==> src/iwa_pkg.sv <==
package iwa_pkg;

  // timing of the locally generated serial clock
  localparam int          SYS_CLK_NS   = 10;   // sys_clk_i period
  localparam int          SCL_HALF_NS  = 80;   // half period of the master clock
  // least time, so rounded up to whole cycles
  localparam logic [7:0]  SCL_HALF_CYC = 8'((SCL_HALF_NS + SYS_CLK_NS - 1) / SYS_CLK_NS);

  // clock counts inside one byte (clocks completed since the byte began)
  localparam logic [3:0]  CNT_LAST_BIT = 4'h7; // falling edge of clock 8 follows
  localparam logic [3:0]  CNT_ACK      = 4'h8; // falling edge of clock 9 follows

  // extension codes: upper four address bits
  localparam logic [3:0]  EXT_UPPER_LO = 4'h0;
  localparam logic [3:0]  EXT_UPPER_HI = 4'hf;

  // receive buffer shape
  localparam int          BUF_WIDTH    = 8;
  localparam int          BUF_DEPTH    = 2;

  // control bits from software; release and request bits are one-cycle pulses
  typedef struct packed {
    logic enable;
    logic bus_release_bit;
    logic wait_release_bit;
    logic stop_irq_enable;
    logic wait_timing_sel;
    logic ack_enable_bit;
    logic start_request_bit;
    logic stop_request_bit;
  } iwa_ctrl_t;

  // status seen by software, bit 7 down to bit 0
  typedef struct packed {
    logic master;
    logic arbitration_lost_flag;
    logic extension_code_flag;
    logic address_match_flag;
    logic transmit;
    logic ack_detected;
    logic start_detected_flag;
    logic stop_detected;
  } iwa_status_t;

  localparam iwa_status_t STATUS_RST = '0;

  typedef enum logic [2:0] {
    MS_IDLE,
    MS_START,
    MS_LOW,
    MS_HIGH,
    MS_RS_HIGH,
    MS_STOP_LOW,
    MS_STOP_HIGH
  } iwa_mst_t;

endpackage

==> src/iwa_sync.sv <==
`timescale 1ns/1ps
module iwa_sync #(
  parameter int WIDTH = 2
) (
  input  wire logic             sys_clk_i,
  input  wire logic             rst_n_i,
  input  wire logic [WIDTH-1:0] async_i,
  output logic      [WIDTH-1:0] level_o,
  output logic      [WIDTH-1:0] rise_o,
  output logic      [WIDTH-1:0] fall_o
);

  // one two-flop synchroniser plus edge delay per line
  for (genvar g = 0; g < WIDTH; g++) begin : g_line
    logic meta;   // first stage, read only by the second
    logic sync;   // safe level
    logic dly;    // previous safe level, for edges

    // lines idle high, so reset to one to avoid a false edge
    always_ff @(posedge sys_clk_i or negedge rst_n_i) begin
      if (!rst_n_i) begin
        meta <= 1'b1;
        sync <= 1'b1;
        dly  <= 1'b1;
      end else begin
        meta <= async_i[g];
        sync <= meta;
        dly  <= sync;
      end
    end

    assign level_o[g] = sync;
    assign rise_o[g]  = sync & ~dly;
    assign fall_o[g]  = ~sync & dly;
  end

endmodule

==> src/iwa_buf.sv <==
`timescale 1ns/1ps
module iwa_buf #(
  parameter int WIDTH = 8,
  parameter int DEPTH = 2
) (
  input  wire logic             sys_clk_i,
  input  wire logic             rst_n_i,
  input  wire logic             in_valid_i,
  output logic                  in_ready_o,
  input  wire logic [WIDTH-1:0] in_data_i,
  output logic                  out_valid_o,
  input  wire logic             out_ready_i,
  output logic      [WIDTH-1:0] out_data_o
);

  localparam int PW = (DEPTH > 1) ? $clog2(DEPTH) : 1;
  localparam logic [PW:0] FULL_CNT = (PW + 1)'(DEPTH);

  logic [WIDTH-1:0] mem [DEPTH];  // flip-flop storage
  logic [PW-1:0]    wr_ptr;       // next entry to fill
  logic [PW-1:0]    rd_ptr;       // oldest entry
  logic [PW:0]      fill;         // entries held
  logic             push;
  logic             pop;

  assign in_ready_o  = (fill != FULL_CNT);
  assign out_valid_o = (fill != '0);
  assign push        = in_valid_i & in_ready_o;
  assign pop         = out_valid_o & out_ready_i;
  assign out_data_o  = mem[rd_ptr];

  // storage carries no reset; only valid entries are ever shown
  always_ff @(posedge sys_clk_i) begin
    if (push) begin
      mem[wr_ptr] <= in_data_i;
    end
  end

  // pointers wrap at the depth, which need not be a power of two
  always_ff @(posedge sys_clk_i or negedge rst_n_i) begin
    if (!rst_n_i) begin
      wr_ptr <= '0;
      rd_ptr <= '0;
      fill   <= '0;
    end else begin
      if (push) begin
        wr_ptr <= (wr_ptr == PW'(DEPTH - 1)) ? '0 : wr_ptr + PW'(1);
      end
      if (pop) begin
        rd_ptr <= (rd_ptr == PW'(DEPTH - 1)) ? '0 : rd_ptr + PW'(1);
      end
      if (push && !pop) begin
        fill <= fill + (PW + 1)'(1);
      end else if (pop && !push) begin
        fill <= fill - (PW + 1)'(1);
      end
    end
  end

endmodule

==> src/iwa_core.sv <==
`timescale 1ns/1ps
module iwa_core
  import iwa_pkg::*;
(
  input  wire logic                 sys_clk_i,
  input  wire logic                 rst_n_i,
  input  wire iwa_ctrl_t            bus_control_reg_i,
  input  wire logic [6:0]           own_address_reg_i,
  input  wire logic                 shift_wr_i,
  input  wire logic [7:0]           shift_wdata_i,
  input  wire logic                 status_clr_i,
  output iwa_status_t               bus_status_reg_o,
  output logic                      tx_error_o,
  output logic [7:0]                shift_reg_o,
  output logic                      waiting_o,
  output logic                      serial_bus_irq_o,
  output logic [BUF_WIDTH-1:0]      rx_data_o,
  output logic                      rx_valid_o,
  input  wire logic                 rx_ready_i,
  input  wire logic                 serial_clock_line_i,
  output logic                      serial_clock_line_o,
  output logic                      serial_clock_line_oe_n_o,
  input  wire logic                 serial_data_line_i,
  output logic                      serial_data_line_o,
  output logic                      serial_data_line_oe_n_o
);

  iwa_ctrl_t   ctl;           // control bits, short name
  iwa_status_t st;            // status register
  logic        is_master;     // we drive the clock as master
  logic        is_transmit;   // we drive the data bits
  logic        arb_lost;      // arbitration lost, until cleared
  logic        ext_flag;      // extension code received
  logic        match_flag;    // own address received
  logic        ack_seen;      // acknowledge seen on clock 9
  logic        start_seen;    // last condition was a start
  logic        stop_seen;     // last condition was a stop
  iwa_mst_t    ms;            // master clock generator state
  logic [1:0]  lvl, rise, fall;
  logic        scl_s, sda_s, scl_r, scl_f, sda_r, sda_f;
  logic        start_det;     // start or restart seen on the bus
  logic        stop_det;      // stop seen on the bus
  logic [7:0]  shift_reg;     // shift register, both directions
  logic [7:0]  tx_byte;       // byte as written, for error compare
  logic        tx_error;      // captured byte differed from sent byte
  logic        out_bit;       // bit on the data line, changes only with clock low
  logic [3:0]  cnt;           // clocks completed in this byte
  logic        first_fall;    // next fall is the start's own fall
  logic        addr_phase;    // first byte after a start
  logic        bus_busy;      // between start and stop
  logic        restart;       // this start came without a stop
  logic        prev_sel;      // we took part before the restart
  logic        selected;      // we take part in the data phase
  logic        lost_pending;  // loss still owes its interrupt
  logic        waiting;       // clock held low for software
  logic        push_pending;  // received byte waits for buffer room
  logic [7:0]  rx_hold;       // byte offered to the buffer
  logic        buf_ready;
  logic [7:0]  tmr;           // half period timer
  logic        fall8, fall9, bit_rise, ack_rise;
  logic        ext_now, match_now, lose_evt, release_evt, hold;
  logic        irq_evt, wait_evt, start_wait;
  logic        scl_drive, sda_drive, tx_drive, ack_drive;

  assign ctl = bus_control_reg_i;

  // status fields live in separate flops so each has one writing process
  assign st = iwa_status_t'({is_master, arb_lost, ext_flag, match_flag,
                             is_transmit, ack_seen, start_seen, stop_seen});

  // both lines come from outside the clock domain
  iwa_sync #(.WIDTH(2)) u_sync (
    .sys_clk_i (sys_clk_i),
    .rst_n_i   (rst_n_i),
    .async_i   ({serial_data_line_i, serial_clock_line_i}),
    .level_o   (lvl),
    .rise_o    (rise),
    .fall_o    (fall)
  );

  assign scl_s = lvl[0];
  assign sda_s = lvl[1];
  assign scl_r = rise[0];
  assign scl_f = fall[0];
  assign sda_r = rise[1];
  assign sda_f = fall[1];

  // bus conditions: data edge while clock high
  assign start_det = sda_f & scl_s;
  assign stop_det  = sda_r & scl_s;

  // byte position events, the start's own fall excluded
  assign fall8    = scl_f & ~first_fall & (cnt == CNT_LAST_BIT);
  assign fall9    = scl_f & ~first_fall & (cnt == CNT_ACK);
  assign bit_rise = scl_r & ~first_fall & (cnt < CNT_ACK);
  assign ack_rise = scl_r & ~first_fall & (cnt == CNT_ACK);

  // address decode on the byte just completed
  assign ext_now   = (shift_reg[7:4] == EXT_UPPER_LO) |
                     (shift_reg[7:4] == EXT_UPPER_HI);
  assign match_now = (shift_reg[7:1] == own_address_reg_i);

  // lost when we released the data line and someone held it low,
  // or a foreign stop or restart cut into our transfer
  assign lose_evt = st.master & (
                      (bit_rise & st.transmit & out_bit & ~sda_s) |
                      (stop_det & (ms != MS_STOP_HIGH)) |
                      (start_det & (ms != MS_START)));

  // wait release: master-only requests are ignored as a slave
  assign release_evt = ctl.wait_release_bit | shift_wr_i |
                       (st.master & (ctl.start_request_bit | ctl.stop_request_bit));
  assign hold        = waiting | push_pending;
  assign start_wait  = (ms == MS_START) & (tmr == '0);

  // interrupt and wait decisions, one per bus event
  always_comb begin
    irq_evt  = 1'b0;
    wait_evt = 1'b0;
    if (fall8) begin
      if (addr_phase) begin
        if (ext_now && !st.master) begin
          irq_evt  = 1'b1;
          wait_evt = ~lost_pending | match_now;
        end
      end else if (selected && !ctl.wait_timing_sel) begin
        irq_evt  = 1'b1;
        wait_evt = 1'b1;
      end else if (lost_pending && !ctl.wait_timing_sel) begin
        irq_evt  = 1'b1;
      end
    end
    if (fall9) begin
      if (addr_phase) begin
        if (st.master) begin
          irq_evt  = 1'b1;
          wait_evt = 1'b1;
        end else if (st.address_match_flag && !st.extension_code_flag) begin
          irq_evt  = 1'b1;
          wait_evt = 1'b1;
        end else if (st.extension_code_flag) begin
          irq_evt  = lost_pending & ctl.wait_timing_sel;
        end else if (lost_pending) begin
          irq_evt  = 1'b1;
        end else if (restart && prev_sel) begin
          irq_evt  = 1'b1;
        end
        // otherwise no interrupt and no wait
      end else if (selected && ctl.wait_timing_sel) begin
        irq_evt  = 1'b1;
        wait_evt = 1'b1;
      end else if (lost_pending && ctl.wait_timing_sel) begin
        irq_evt  = 1'b1;
      end
    end
    if (stop_det && ctl.stop_irq_enable) begin
      irq_evt = 1'b1;
    end
  end

  // shift register: load on write, sample on rise
  always_ff @(posedge sys_clk_i or negedge rst_n_i) begin
    if (!rst_n_i) begin
      shift_reg <= 8'h00;
      tx_byte   <= 8'h00;
      out_bit   <= 1'b1;
    end else begin
      if (shift_wr_i) begin
        shift_reg <= shift_wdata_i;
        tx_byte   <= shift_wdata_i;
        out_bit   <= shift_wdata_i[7];
      end else begin
        if (bit_rise) begin
          shift_reg <= {shift_reg[6:0], sda_s};
        end
        // next bit only while the clock is low, msb first
        if (scl_f && (first_fall || cnt < CNT_LAST_BIT || cnt == CNT_ACK)) begin
          out_bit <= shift_reg[7];
        end
      end
    end
  end

  // byte framing: clock count and address phase
  always_ff @(posedge sys_clk_i or negedge rst_n_i) begin
    if (!rst_n_i) begin
      cnt        <= 4'h0;
      first_fall <= 1'b0;
      addr_phase <= 1'b0;
      bus_busy   <= 1'b0;
      restart    <= 1'b0;
      prev_sel   <= 1'b0;
    end else if (start_det) begin
      cnt        <= 4'h0;
      first_fall <= 1'b1;
      addr_phase <= 1'b1;
      bus_busy   <= 1'b1;
      restart    <= bus_busy;
      prev_sel   <= selected | st.master;
    end else if (stop_det) begin
      addr_phase <= 1'b0;
      bus_busy   <= 1'b0;
      restart    <= 1'b0;
    end else if (scl_f) begin
      if (first_fall) begin
        first_fall <= 1'b0;
      end else if (cnt == CNT_ACK) begin
        cnt        <= 4'h0;
        addr_phase <= 1'b0;
      end else begin
        cnt <= cnt + 4'h1;
      end
    end
  end

  // role tracking: master, selected slave, direction
  always_ff @(posedge sys_clk_i or negedge rst_n_i) begin
    if (!rst_n_i) begin
      is_master    <= STATUS_RST.master;
      is_transmit  <= STATUS_RST.transmit;
      selected     <= 1'b0;
      lost_pending <= 1'b0;
    end else begin
      if (lose_evt || !ctl.enable) begin
        is_master    <= 1'b0;
        is_transmit  <= 1'b0;
        selected     <= 1'b0;
        lost_pending <= ctl.enable & ~stop_det;
      end else if (stop_det || ctl.bus_release_bit) begin
        is_master    <= st.master & ~stop_det;
        is_transmit  <= 1'b0;
        selected     <= 1'b0;
        lost_pending <= 1'b0;
      end else if (ms == MS_IDLE && ctl.start_request_bit && !bus_busy) begin
        is_master   <= 1'b1;
        is_transmit <= 1'b1;
      end else if (start_det) begin
        is_transmit <= st.master;
        selected    <= 1'b0;
      end else begin
        if (irq_evt) begin
          lost_pending <= 1'b0;
        end
        if (fall8 && addr_phase && ext_now && !st.master) begin
          selected <= 1'b1;
        end
        if (fall9 && addr_phase) begin
          selected <= st.master | st.address_match_flag | (selected & st.extension_code_flag);
          if (st.master) begin
            is_transmit <= ~shift_reg[0];
          end else if (st.address_match_flag) begin
            is_transmit <= shift_reg[0];
          end
        end
      end
    end
  end

  // flags set by bus events; the set wins over a software clear, except the bus release bit clears the address flags first
  always_ff @(posedge sys_clk_i or negedge rst_n_i) begin
    if (!rst_n_i) begin
      arb_lost   <= STATUS_RST.arbitration_lost_flag;
      ext_flag   <= STATUS_RST.extension_code_flag;
      match_flag <= STATUS_RST.address_match_flag;
      ack_seen   <= STATUS_RST.ack_detected;
      start_seen <= STATUS_RST.start_detected_flag;
      stop_seen  <= STATUS_RST.stop_detected;
      tx_error   <= 1'b0;
    end else begin
      if (lose_evt) begin
        arb_lost <= 1'b1;
      end else if (status_clr_i) begin
        arb_lost <= 1'b0;
      end
      if (fall8 && st.transmit && shift_reg != tx_byte) begin
        tx_error <= 1'b1;
      end else if (status_clr_i || shift_wr_i) begin
        tx_error <= 1'b0;
      end
      if (start_det || stop_det || ctl.bus_release_bit) begin
        ext_flag   <= 1'b0;
        match_flag <= 1'b0;
      end else if (fall8 && addr_phase) begin
        ext_flag   <= ext_now;
        match_flag <= match_now;
      end
      if (ack_rise) begin
        ack_seen <= ~sda_s;
      end
      if (start_det) begin
        start_seen <= 1'b1;
        stop_seen  <= 1'b0;
      end else if (stop_det) begin
        start_seen <= 1'b0;
        stop_seen  <= 1'b1;
      end
    end
  end

  // wait hold: a new wait in the same cycle as a release wins
  always_ff @(posedge sys_clk_i or negedge rst_n_i) begin
    if (!rst_n_i) begin
      waiting <= 1'b0;
    end else if (wait_evt || start_wait) begin
      waiting <= 1'b1;
    end else if (release_evt || stop_det || lose_evt || ctl.bus_release_bit) begin
      waiting <= 1'b0;
    end
  end

  // received data byte goes to the buffer; a full buffer stretches the clock
  always_ff @(posedge sys_clk_i or negedge rst_n_i) begin
    if (!rst_n_i) begin
      push_pending <= 1'b0;
      rx_hold      <= 8'h00;
    end else if (fall8 && !addr_phase && selected && !st.transmit) begin
      push_pending <= 1'b1;
      rx_hold      <= shift_reg;
    end else if (buf_ready || stop_det || start_det) begin
      push_pending <= 1'b0;
    end
  end

  iwa_buf #(.WIDTH(BUF_WIDTH), .DEPTH(BUF_DEPTH)) u_rx_buf (
    .sys_clk_i   (sys_clk_i),
    .rst_n_i     (rst_n_i),
    .in_valid_i  (push_pending),
    .in_ready_o  (buf_ready),
    .in_data_i   (rx_hold),
    .out_valid_o (rx_valid_o),
    .out_ready_i (rx_ready_i),
    .out_data_o  (rx_data_o)
  );

  // master clock generator; clock high phase waits for the line to rise
  always_ff @(posedge sys_clk_i or negedge rst_n_i) begin
    if (!rst_n_i) begin
      ms  <= MS_IDLE;
      tmr <= 8'h00;
    end else if (lose_evt || !ctl.enable) begin
      ms <= MS_IDLE;
    end else begin
      unique case (ms)
        MS_IDLE: begin
          // a request before a foreign start is seen still starts
          if (ctl.start_request_bit && !bus_busy) begin
            ms  <= MS_START;
            tmr <= SCL_HALF_CYC;
          end
        end
        MS_START: begin
          if (tmr != 8'h00) begin
            tmr <= tmr - 8'h01;
          end else begin
            ms  <= MS_LOW;
            tmr <= SCL_HALF_CYC;
          end
        end
        MS_LOW: begin
          if (waiting && ctl.start_request_bit) begin
            ms  <= MS_RS_HIGH;
            tmr <= SCL_HALF_CYC;
          end else if (waiting && ctl.stop_request_bit) begin
            ms  <= MS_STOP_LOW;
            tmr <= SCL_HALF_CYC;
          end else if (hold) begin
            tmr <= SCL_HALF_CYC;
          end else if (tmr != 8'h00) begin
            tmr <= tmr - 8'h01;
          end else begin
            ms  <= MS_HIGH;
            tmr <= SCL_HALF_CYC;
          end
        end
        MS_HIGH, MS_RS_HIGH, MS_STOP_HIGH: begin
          // another device stretching keeps the timer frozen
          if (scl_s && tmr != 8'h00) begin
            tmr <= tmr - 8'h01;
          end else if (scl_s) begin
            tmr <= SCL_HALF_CYC;
            ms  <= (ms == MS_HIGH) ? MS_LOW : (ms == MS_RS_HIGH) ? MS_START : MS_IDLE;
          end
        end
        MS_STOP_LOW: begin
          if (tmr != 8'h00) begin
            tmr <= tmr - 8'h01;
          end else begin
            ms  <= MS_STOP_HIGH;
            tmr <= SCL_HALF_CYC;
          end
        end
      endcase
    end
  end

  // line drive; acknowledge read live so software may set it during the wait
  assign tx_drive  = st.transmit & (cnt < CNT_ACK) & ~out_bit & (ms != MS_RS_HIGH);
  assign ack_drive = ~first_fall & (cnt == CNT_ACK) & ~st.transmit & (ms != MS_RS_HIGH) &
                     (addr_phase ? (st.address_match_flag |
                                    (st.extension_code_flag & ctl.ack_enable_bit))
                                 : (selected & ctl.ack_enable_bit));
  assign scl_drive = (ms == MS_LOW) | (ms == MS_STOP_LOW) | hold;
  assign sda_drive = (ms == MS_START) | (ms == MS_STOP_LOW) | (ms == MS_STOP_HIGH) |
                     tx_drive | ack_drive;

  // registered pins and interrupt pulse; loss releases both lines at once
  always_ff @(posedge sys_clk_i or negedge rst_n_i) begin
    if (!rst_n_i) begin
      serial_clock_line_oe_n_o <= 1'b1;
      serial_data_line_oe_n_o  <= 1'b1;
      serial_bus_irq_o         <= 1'b0;
    end else begin
      serial_clock_line_oe_n_o <= ~(scl_drive & ~lose_evt & ctl.enable);
      serial_data_line_oe_n_o  <= ~(sda_drive & ~lose_evt & ctl.enable);
      serial_bus_irq_o         <= irq_evt;
    end
  end

  assign serial_clock_line_o = 1'b0;
  assign serial_data_line_o  = 1'b0;
  assign bus_status_reg_o    = st;
  assign tx_error_o          = tx_error;
  assign shift_reg_o         = shift_reg;
  assign waiting_o           = waiting;

endmodule

==> config.mk <==
export PLATFORM = sky130hd
export DESIGN_NAME = iwa_core
export DESIGN_NICKNAME = d
export VERILOG_FILES = /design/src/iwa_pkg.sv /design/src/iwa_sync.sv /design/src/iwa_buf.sv /design/src/iwa_core.sv
export SDC_FILE = /design/constraint.sdc
export NUM_CORES = 1
export LEC_CHECK = 0
export BUFFER_PORTS_ARGS = -buffer_cell sky130_fd_sc_hd__buf_2
export CAP_MARGIN = 5
export CORE_ASPECT_RATIO = 0.9
export CORE_MARGIN = 2
export CORE_UTILIZATION = 31
export CTS_BUF_LIST = sky130_fd_sc_hd__clkbuf_16
export CTS_CLUSTER_DIAMETER = 200
export DETAILED_ROUTE_END_ITERATION = 16
export SYNTH_ARGS = -nofsm -noshare
export SYNTH_HDL_FRONTEND = slang
export SYNTH_SLANG_ARGS = --single-unit
==> constraint.sdc <==
create_clock -name sys_clk_i -period 5.1 [get_ports sys_clk_i]
set_clock_uncertainty 0.05 [all_clocks]
set_input_delay 0.255 -clock sys_clk_i [delete_from_list [all_inputs] [get_ports sys_clk_i]]
set_output_delay 0.255 -clock sys_clk_i [all_outputs]
set_load 0.1 [all_outputs]
# ---- Word level (Yosys, flattened, before mapping)
# Memory sizes are Yosys's and may differ from the RTL's.
# Index checks and enable logic that the tools add are counted.
dict set report totals {
  ff_bits 70
  ram_bits 16
  out_inout_bits 32
  wordCells 332
  n_memories 1
}
dict set report op_classes {
  n_addsub 6
  n_lt_le_gt_ge 2
  n_eq_ne 29
  n_mux 107
  n_bitwise 71
  n_reduce_logical 80
}
# name depth word_bits read_ports rd_ports_with_merged_regs wr line_no
set mem_list {}
lappend mem_list {u_rx_buf.mem 2 8 1 0 1 iwa_buf.sv:19} ;# logic [WIDTH-1:0] mem [DEPTH];
# cell count
set ops {}
lappend ops {{1-bit two-way mux} 78}
lappend ops {{8-bit two-way mux} 9}
lappend ops {{1-bit bitwise AND} 39}
lappend ops {{8-bit one-hot mux with 4 select lines} 1}
lappend ops {{3-bit two-way mux} 10}
lappend ops {{1-bit logical AND} 26}
lappend ops {{2-bit nonzero test} 11}
lappend ops {{3-bit != test, second input constant} 7}
lappend ops {{4-bit two-way mux} 5}
lappend ops {{1-bit bitwise OR} 18}
lappend ops {{3-bit one-hot mux with 5 select lines} 1}
lappend ops {{1-bit NOT} 14}
lappend ops {{1-bit logical OR} 13}
lappend ops {{3-bit AND reduction} 4}
lappend ops {{3-bit nonzero test} 4}
lappend ops {{5-bit != test, second input constant} 2}
lappend ops {{5-bit nonzero test} 2}
lappend ops {{3-bit == test, second input constant} 3}
lappend ops {{1-bit logical NOT} 9}
lappend ops {{3-bit by 2-bit != test with 1-bit output, second input constant} 3}
lappend ops {{4-bit == test, second input constant} 2}
lappend ops {{8-bit logical NOT} 1}
lappend ops {{8-bit != test} 1}
lappend ops {{8-bit nonzero test} 1}
lappend ops {{other kinds (22)} 31}

# ---- Longest topological paths before layout
dict set report logic_depth {
  ltp_word 19
  mapped_depth 8
}

# ---- Hierarchy
# From an unflattened synthesis, not the netlist that was laid out.
dict set report unflattened {
  cells_unflattened 426
  area_unflattened_um2 4529.3
}
# module instances cells_each area_per_inst_um2 seq_area_each_um2
set by_module_without_submodules {}
lappend by_module_without_submodules {iwa_core 1 371 3534.6 1505.2}
lappend by_module_without_submodules {iwa_buf 1 43 787.0 580.6}
lappend by_module_without_submodules {iwa_sync 1 12 207.7 157.7}

# ---- Worst setup path after synthesis
# No wires, ideal clock.
dict set report synth_path {
  path_kind {register -> register}
  startpoint {register waiting, in the netlist waiting_o}
  endpoint {register ms[0]}
  setup_ps 99
  arrival_time_ps 2254
  path_slack_ps 2696
  stages_incl_launch_ff 7
  period_less_slack_ps 2404
  path_cell_list {dfrtp_1 > o21ai_1 > and2_1 > o311ai_0 > and3_1 > a21oi_1 > a311oi_1}
}
dict set report synth_between {
  elab_chain_cells 5
  elab_cells_between_ends 10
  classes_between {eq/ne (2); mux (4); bitwise (1); reduce/logical (3)}
}
# item line_no
set synth_rtl {}
lappend synth_rtl {{from (decl)} iwa_core.sv:55} ;# logic waiting;
lappend synth_rtl {{from (signal assigned)} iwa_core.sv:303} ;# waiting <= 1'b0;
lappend synth_rtl {{from (signal assigned)} iwa_core.sv:305} ;# waiting <= 1'b1;
lappend synth_rtl {{from (signal assigned)} iwa_core.sv:307} ;# waiting <= 1'b0;
lappend synth_rtl {{1-bit logical AND} iwa_core.sv:363} ;# end else if (waiting && ctl.stop_request_bit) begin
lappend synth_rtl {{3-bit two-way mux} iwa_core.sv:363}
lappend synth_rtl {{3-bit two-way mux} iwa_core.sv:360} ;# if (waiting && ctl.start_request_bit) begin
lappend synth_rtl {{3-bit one-hot mux with 5 select lines} iwa_core.sv:343} ;# unique case (ms)
lappend synth_rtl {{3-bit two-way mux} iwa_core.sv:340} ;# end else if (lose_evt || !ctl.enable) begin
lappend synth_rtl {{to (signal assigned)} iwa_core.sv:381} ;# ms <= (ms == MS_HIGH) ? MS_LOW : (ms == MS_RS_HIGH) ? MS_START : MS_IDLE;
lappend synth_rtl {{to (decl)} iwa_core.sv:38} ;# iwa_mst_t ms;
# Parallel ways exist; a longest one is shown, timed or not.
# A chain may end at the register's enable or synchronous reset.

# ---- Worst setup path in the final report
dict set report layout_path {
  startpoint {register u_sync.g_line[0].sync}
  endpoint {register tmr[4]}
}
dict set report layout_between {
  elab_chain_cells 12
  elab_cells_between_ends 20
  classes_between {eq/ne (1); mux (2); bitwise (14); reduce/logical (3)}
}
# item line_no
set layout_rtl {}
lappend layout_rtl {{from (decl)} iwa_sync.sv:16} ;# logic sync;
lappend layout_rtl {{from (signal assigned)} iwa_sync.sv:27} ;# sync <= meta;
lappend layout_rtl {{1-bit bitwise AND} iwa_sync.sv:33} ;# assign rise_o[g] = sync & ~dly;
lappend layout_rtl {{1-bit bitwise AND (2 in series)} iwa_core.sv:95} ;# assign bit_rise = scl_r & ~first_fall & (cnt < CNT_ACK);
lappend layout_rtl {{1-bit bitwise AND (3 in series)} iwa_core.sv:106} ;# (bit_rise & st.transmit & out_bit & ~sda_s) |
lappend layout_rtl {{1-bit bitwise OR} iwa_core.sv:106}
lappend layout_rtl {{1-bit bitwise OR} iwa_core.sv:107} ;# (stop_det & (ms != MS_STOP_HIGH)) |
lappend layout_rtl {{1-bit bitwise AND} iwa_core.sv:105} ;# assign lose_evt = st.master & (
lappend layout_rtl {{1-bit logical OR} iwa_core.sv:340}
lappend layout_rtl {{1-bit NOT (no line)} --}
lappend layout_rtl {{3-bit AND reduction (no line)} --}
lappend layout_rtl {{to (signal assigned)} iwa_core.sv:353} ;# tmr <= tmr - 8'h01;
lappend layout_rtl {{to (signal assigned)} iwa_core.sv:369} ;# tmr <= tmr - 8'h01;
lappend layout_rtl {{to (signal assigned)} iwa_core.sv:378} ;# tmr <= tmr - 8'h01;
lappend layout_rtl {{to (decl)} iwa_core.sv:59} ;# logic [7:0] tmr;
# Parallel ways exist; a longest one is shown, timed or not.

==> metrics.md <==
| Metric | Value |
|---|---|
| IO buf count | `59` |
| RR Endpoint | `tmr[4]` |
| Die area | `15070 sq um` |
| Die H | `116.7 um` |
| Xor and xnor area share after synthesis | `0.04006` |
| Slew Limit Headroom | `0.2425` |
| Top Ports | `62` |
| Post-synthesis async set-or-reset flop share | `0.8140` |
| CP Capture Point | `tmr[4]` |
| Worst Path Required | `5280 ps` |
| Maximum vdd drop | `0.1768 mV` |
| Core area | `13900 sq um` |
| Pin count of the biggest net entering global routing | `71` |
| First-pass detailed-route iteration total | `4` |
| Drt first-iter violations | `250` |
| DRC viols | `0` |
| Hold Slack | `37.37 ps` |
| Area post-placement | `4771 sq um` |
| Leak | `2.141 nW` |
| Initial antenna violation count | `0` |
| Minimum clock period | `2908 ps` |
| Layout area overhead | `16.37%` |
| EDFF count, synth | `16` |
| Top achievable clock speed | `343.9 MHz` |
| Critical Path Start | `u_sync.g_line[0].sync` |
| GPL Wtd Cong | `0.8322` |
| Routed Antenna Nets | `0` |
| Endpoints failing hold | `0` |
| Cell Area, Synth | `4373 sq um` |
| NumNets Final | `503` |
| Cells after Synth | `424` |
| Arr. time, crit path | `3080 ps` |
| Number of filler cells placed in the layout | `1423` |
| Max-cap violations | `0` |
| Worst-Skew Late Latency | `350 ps` |
| GR Overflow Total | `0` |
| Reg2Reg Launch Point | `u_sync.g_line[0].sync` |
| Yosys cell types | `64` |
| Routed vias/inst | `4.872` |
| Worst Tran Pin Value | `1133 ps` |
| CTS tree | `built` |
| Ys Warns | `0` |
| Post-CTS setup buffer count | `0` |
| Drt wl/cell | `15.24 um` |
| Register bit total from synthesis | `86` |
| Row count | `41` |
| Worst-path clk slew | `70 ps` |
| First-pass GRT wire length | `16.49 mm` |
| Synth Area in Compound Gates | `0.1405` |
| Place WS | `2174 ps` |
| Fin Setup TNS | `0 ps` |
| Critical Path Sink Type | `register` |
| Mux cell area share after synthesis | `0.07611` |
| Top post-synthesis cells by area | `dfrtp_1 (35%), edfxtp_1 (11%), dfstp_2 (5.4%)` |
| Post-synthesis simple-gate area fraction | `0.1614` |
| Via count | `3245` |
| Most common cell after layout, fill and taps aside | `dfrtp_1` |
| Final WS setup | `2192 ps` |
| Gr usage total | `0.1414` |
| Final Max Tran Viols | `0` |
| Startpoint Class | `register` |
| Clock sink count | `86` |
| H-tree depth | `3` |
| Synth top area share | `0.3491` |
| Min-Delay Path Class | `in -> async` |
| Adder-Cell Fraction of Synth Area | `0.01431` |
| Seq/Total Area, Yosys | `0.5130` |
| Most frequent cells in the layout | `dfrtp_1 (61), buf_2 (59), nand2_1 (47)` |
| RSZ-0062 raised after global routing | `no` |
| Mean area per synthesized cell | `10.31 sq um` |
| Final setup viols | `0` |
| Clock Tree Buf Depth | `2` |
| Chip Width | `129.2 um` |
| Dpl cells | `648` |
| TritonCTS Buffers | `9` |
| Root Driver | `clkbuf_16` |
| Share of cells above drive strength 1 | `0.2178` |
| DP HPWL | `7.454 mm` |
| Area leader, netlist | `dfrtp_1` |
| Max Fanout on Critical Path | `15` |
| Crit path kind | `reg -> reg` |
| Synth Flop Type | `dfrtp_1` |
| Vias in the first global route | `3126` |
| Antenna cell count | `0` |
| Largest family of logic cells by synthesized area | `simple AND/OR/NAND/NOR gates` |
| Initial Util | `0.3146` |
| PwrDens | `398.1 nW/um^2` |
| Tcrit/Tclk final | `0.5701` |
| Detailed Route WL | `10.15 mm` |
| Status | `completed` |
| R2R depth | `6` |
| Non-filler instance count after layout | `666` |
| Post-route cell area | `5089 sq um` |
| Worst reg-to-reg setup slack | `2190 ps` |
==> layer usage <==
| metal | track usage | share of wire | up-vias |
|---|---|---|---|
| li1 | - | - | 1584 |
| met1 | 0.1970 | 0.48 | 1582 |
| met2 | 0.2196 | 0.46 | 71 |
| met3 | 0.03665 | 0.050 | 8 |
| met4 | 0.03768 | 0.0079 | 0 |
| met5 | 0 | 0 | - |
==> worst min path at each step <==
stage	cells past startpoint	end	slack [ps]	startpoint
2_1_floorplan	0	ack_seen	-90	rst_n_i
3_3_place_gp	0	u_sync.g_line[1].sync	300	u_sync.g_line[1].meta
3_5_place_dp	0	u_sync.g_line[1].sync	300	u_sync.g_line[1].meta
4_1_cts	3	shift_reg_o[6]	70	shift_wdata_i[6]
5_1_grt	3	shift_reg_o[6]	90	shift_wdata_i[6]
6_report	2	tx_byte[0]	40	rst_n_i
==> worst max-delay path, cell delays in order, from the launching register on <==
cell	delay (ps)
dfstp_2	690
nor4b_2	960
and4b_1	450
a221o_1	370
nor2_1	70
mux2i_1	140
o21ai_1	70
==> through the flow <==
step | total power (W) | utilization
global route | 0.002136 | 0.3660
global placement | 0.001374 | 0.3432
floorplan | 0.001270 | -
detailed placement | 0.001387 | 0.3432
finish | 0.002026 | 0.3660
CTS | 0.002044 | 0.3660
==> logic make-up (layout without fill, tap and decap cells) <==
| kind of cell | count (synthesis) | count (layout) |
|---|---|---|
| AOI/OAI and AO/OA | 90 | 90 |
| xor gates and xnor gates | 20 | 20 |
| adders and majority gates | 5 | 5 |
| buffers and inverters | 51 | 99 |
| DFF | 86 | 86 |
| muxes | 31 | 31 |
| other | 1 | 2 |
| and+or+nand+nor | 140 | 140 |
==> registers in the layout, indices dropped and copies added (netlist names), 2 cells and up <==
signal / count
u_rx_buf.mem: 16
u_rx_buf.fill: 2
shift_reg_o: 8
tmr: 8
u_sync.g_line.meta: 2
rx_hold: 8
cnt: 4
u_sync.g_line.sync: 2
tx_byte: 8
ms: 3
u_sync.g_line.dly: 2
==> what timing repair did <==
item,in CTS,in global routing
hold buffers,2,0
resized for setup,0,0
hold endpoints to repair,2,0
==> power by group <==
group | total (W) | switching, W | internal (W)
clock network | 0.000649 | 0.000304 | 0.000345
registers | 0.000874 | 0.000102 | 0.000772
logic | 0.000502 | 0.000340 | 0.000163
total | 0.00203 | 0.000746 | 0.00128
==> cell type report <==
class	count	area (sq um)	area share
Sequential cell	86	2243	0.4409
Inverter	21	78.83	0.01549
Timing Repair Buffer	62	322.8	0.06344
Clock inverter	7	72.57	0.01426
Multi-Input combinational cell	288	1904	0.3742
Tap cell	193	241.5	0.04746
Clock buffer	9	225.2	0.04426
==> synthesized netlist by cell type, drive strengths merged, types with 2 or more instances <==
cell type / count
edfxtp: 16
nand3: 12
o31ai: 6
mux2: 18
a221o: 3
nand3b: 5
o21a: 2
a22o: 3
clkbuf: 17
xnor2: 7
a311oi: 2
inv: 21
nand2: 48
or3b: 2
ha: 5
dfrtp: 61
a32o: 2
xor2: 13
nor4b: 2
nor2b: 7
o21ai: 33
o211ai: 4
dfstp: 9
and2: 7
a41oi: 2
buf: 13
and3: 3
a21oi: 12
or2: 2
nor2: 28
mux2i: 13
nor3: 8
nor4: 6
o221ai: 3
nand2b: 3
a31oi: 4
a21o: 3
or3: 2
Note: power is estimated with default switching activity, not from simulation.
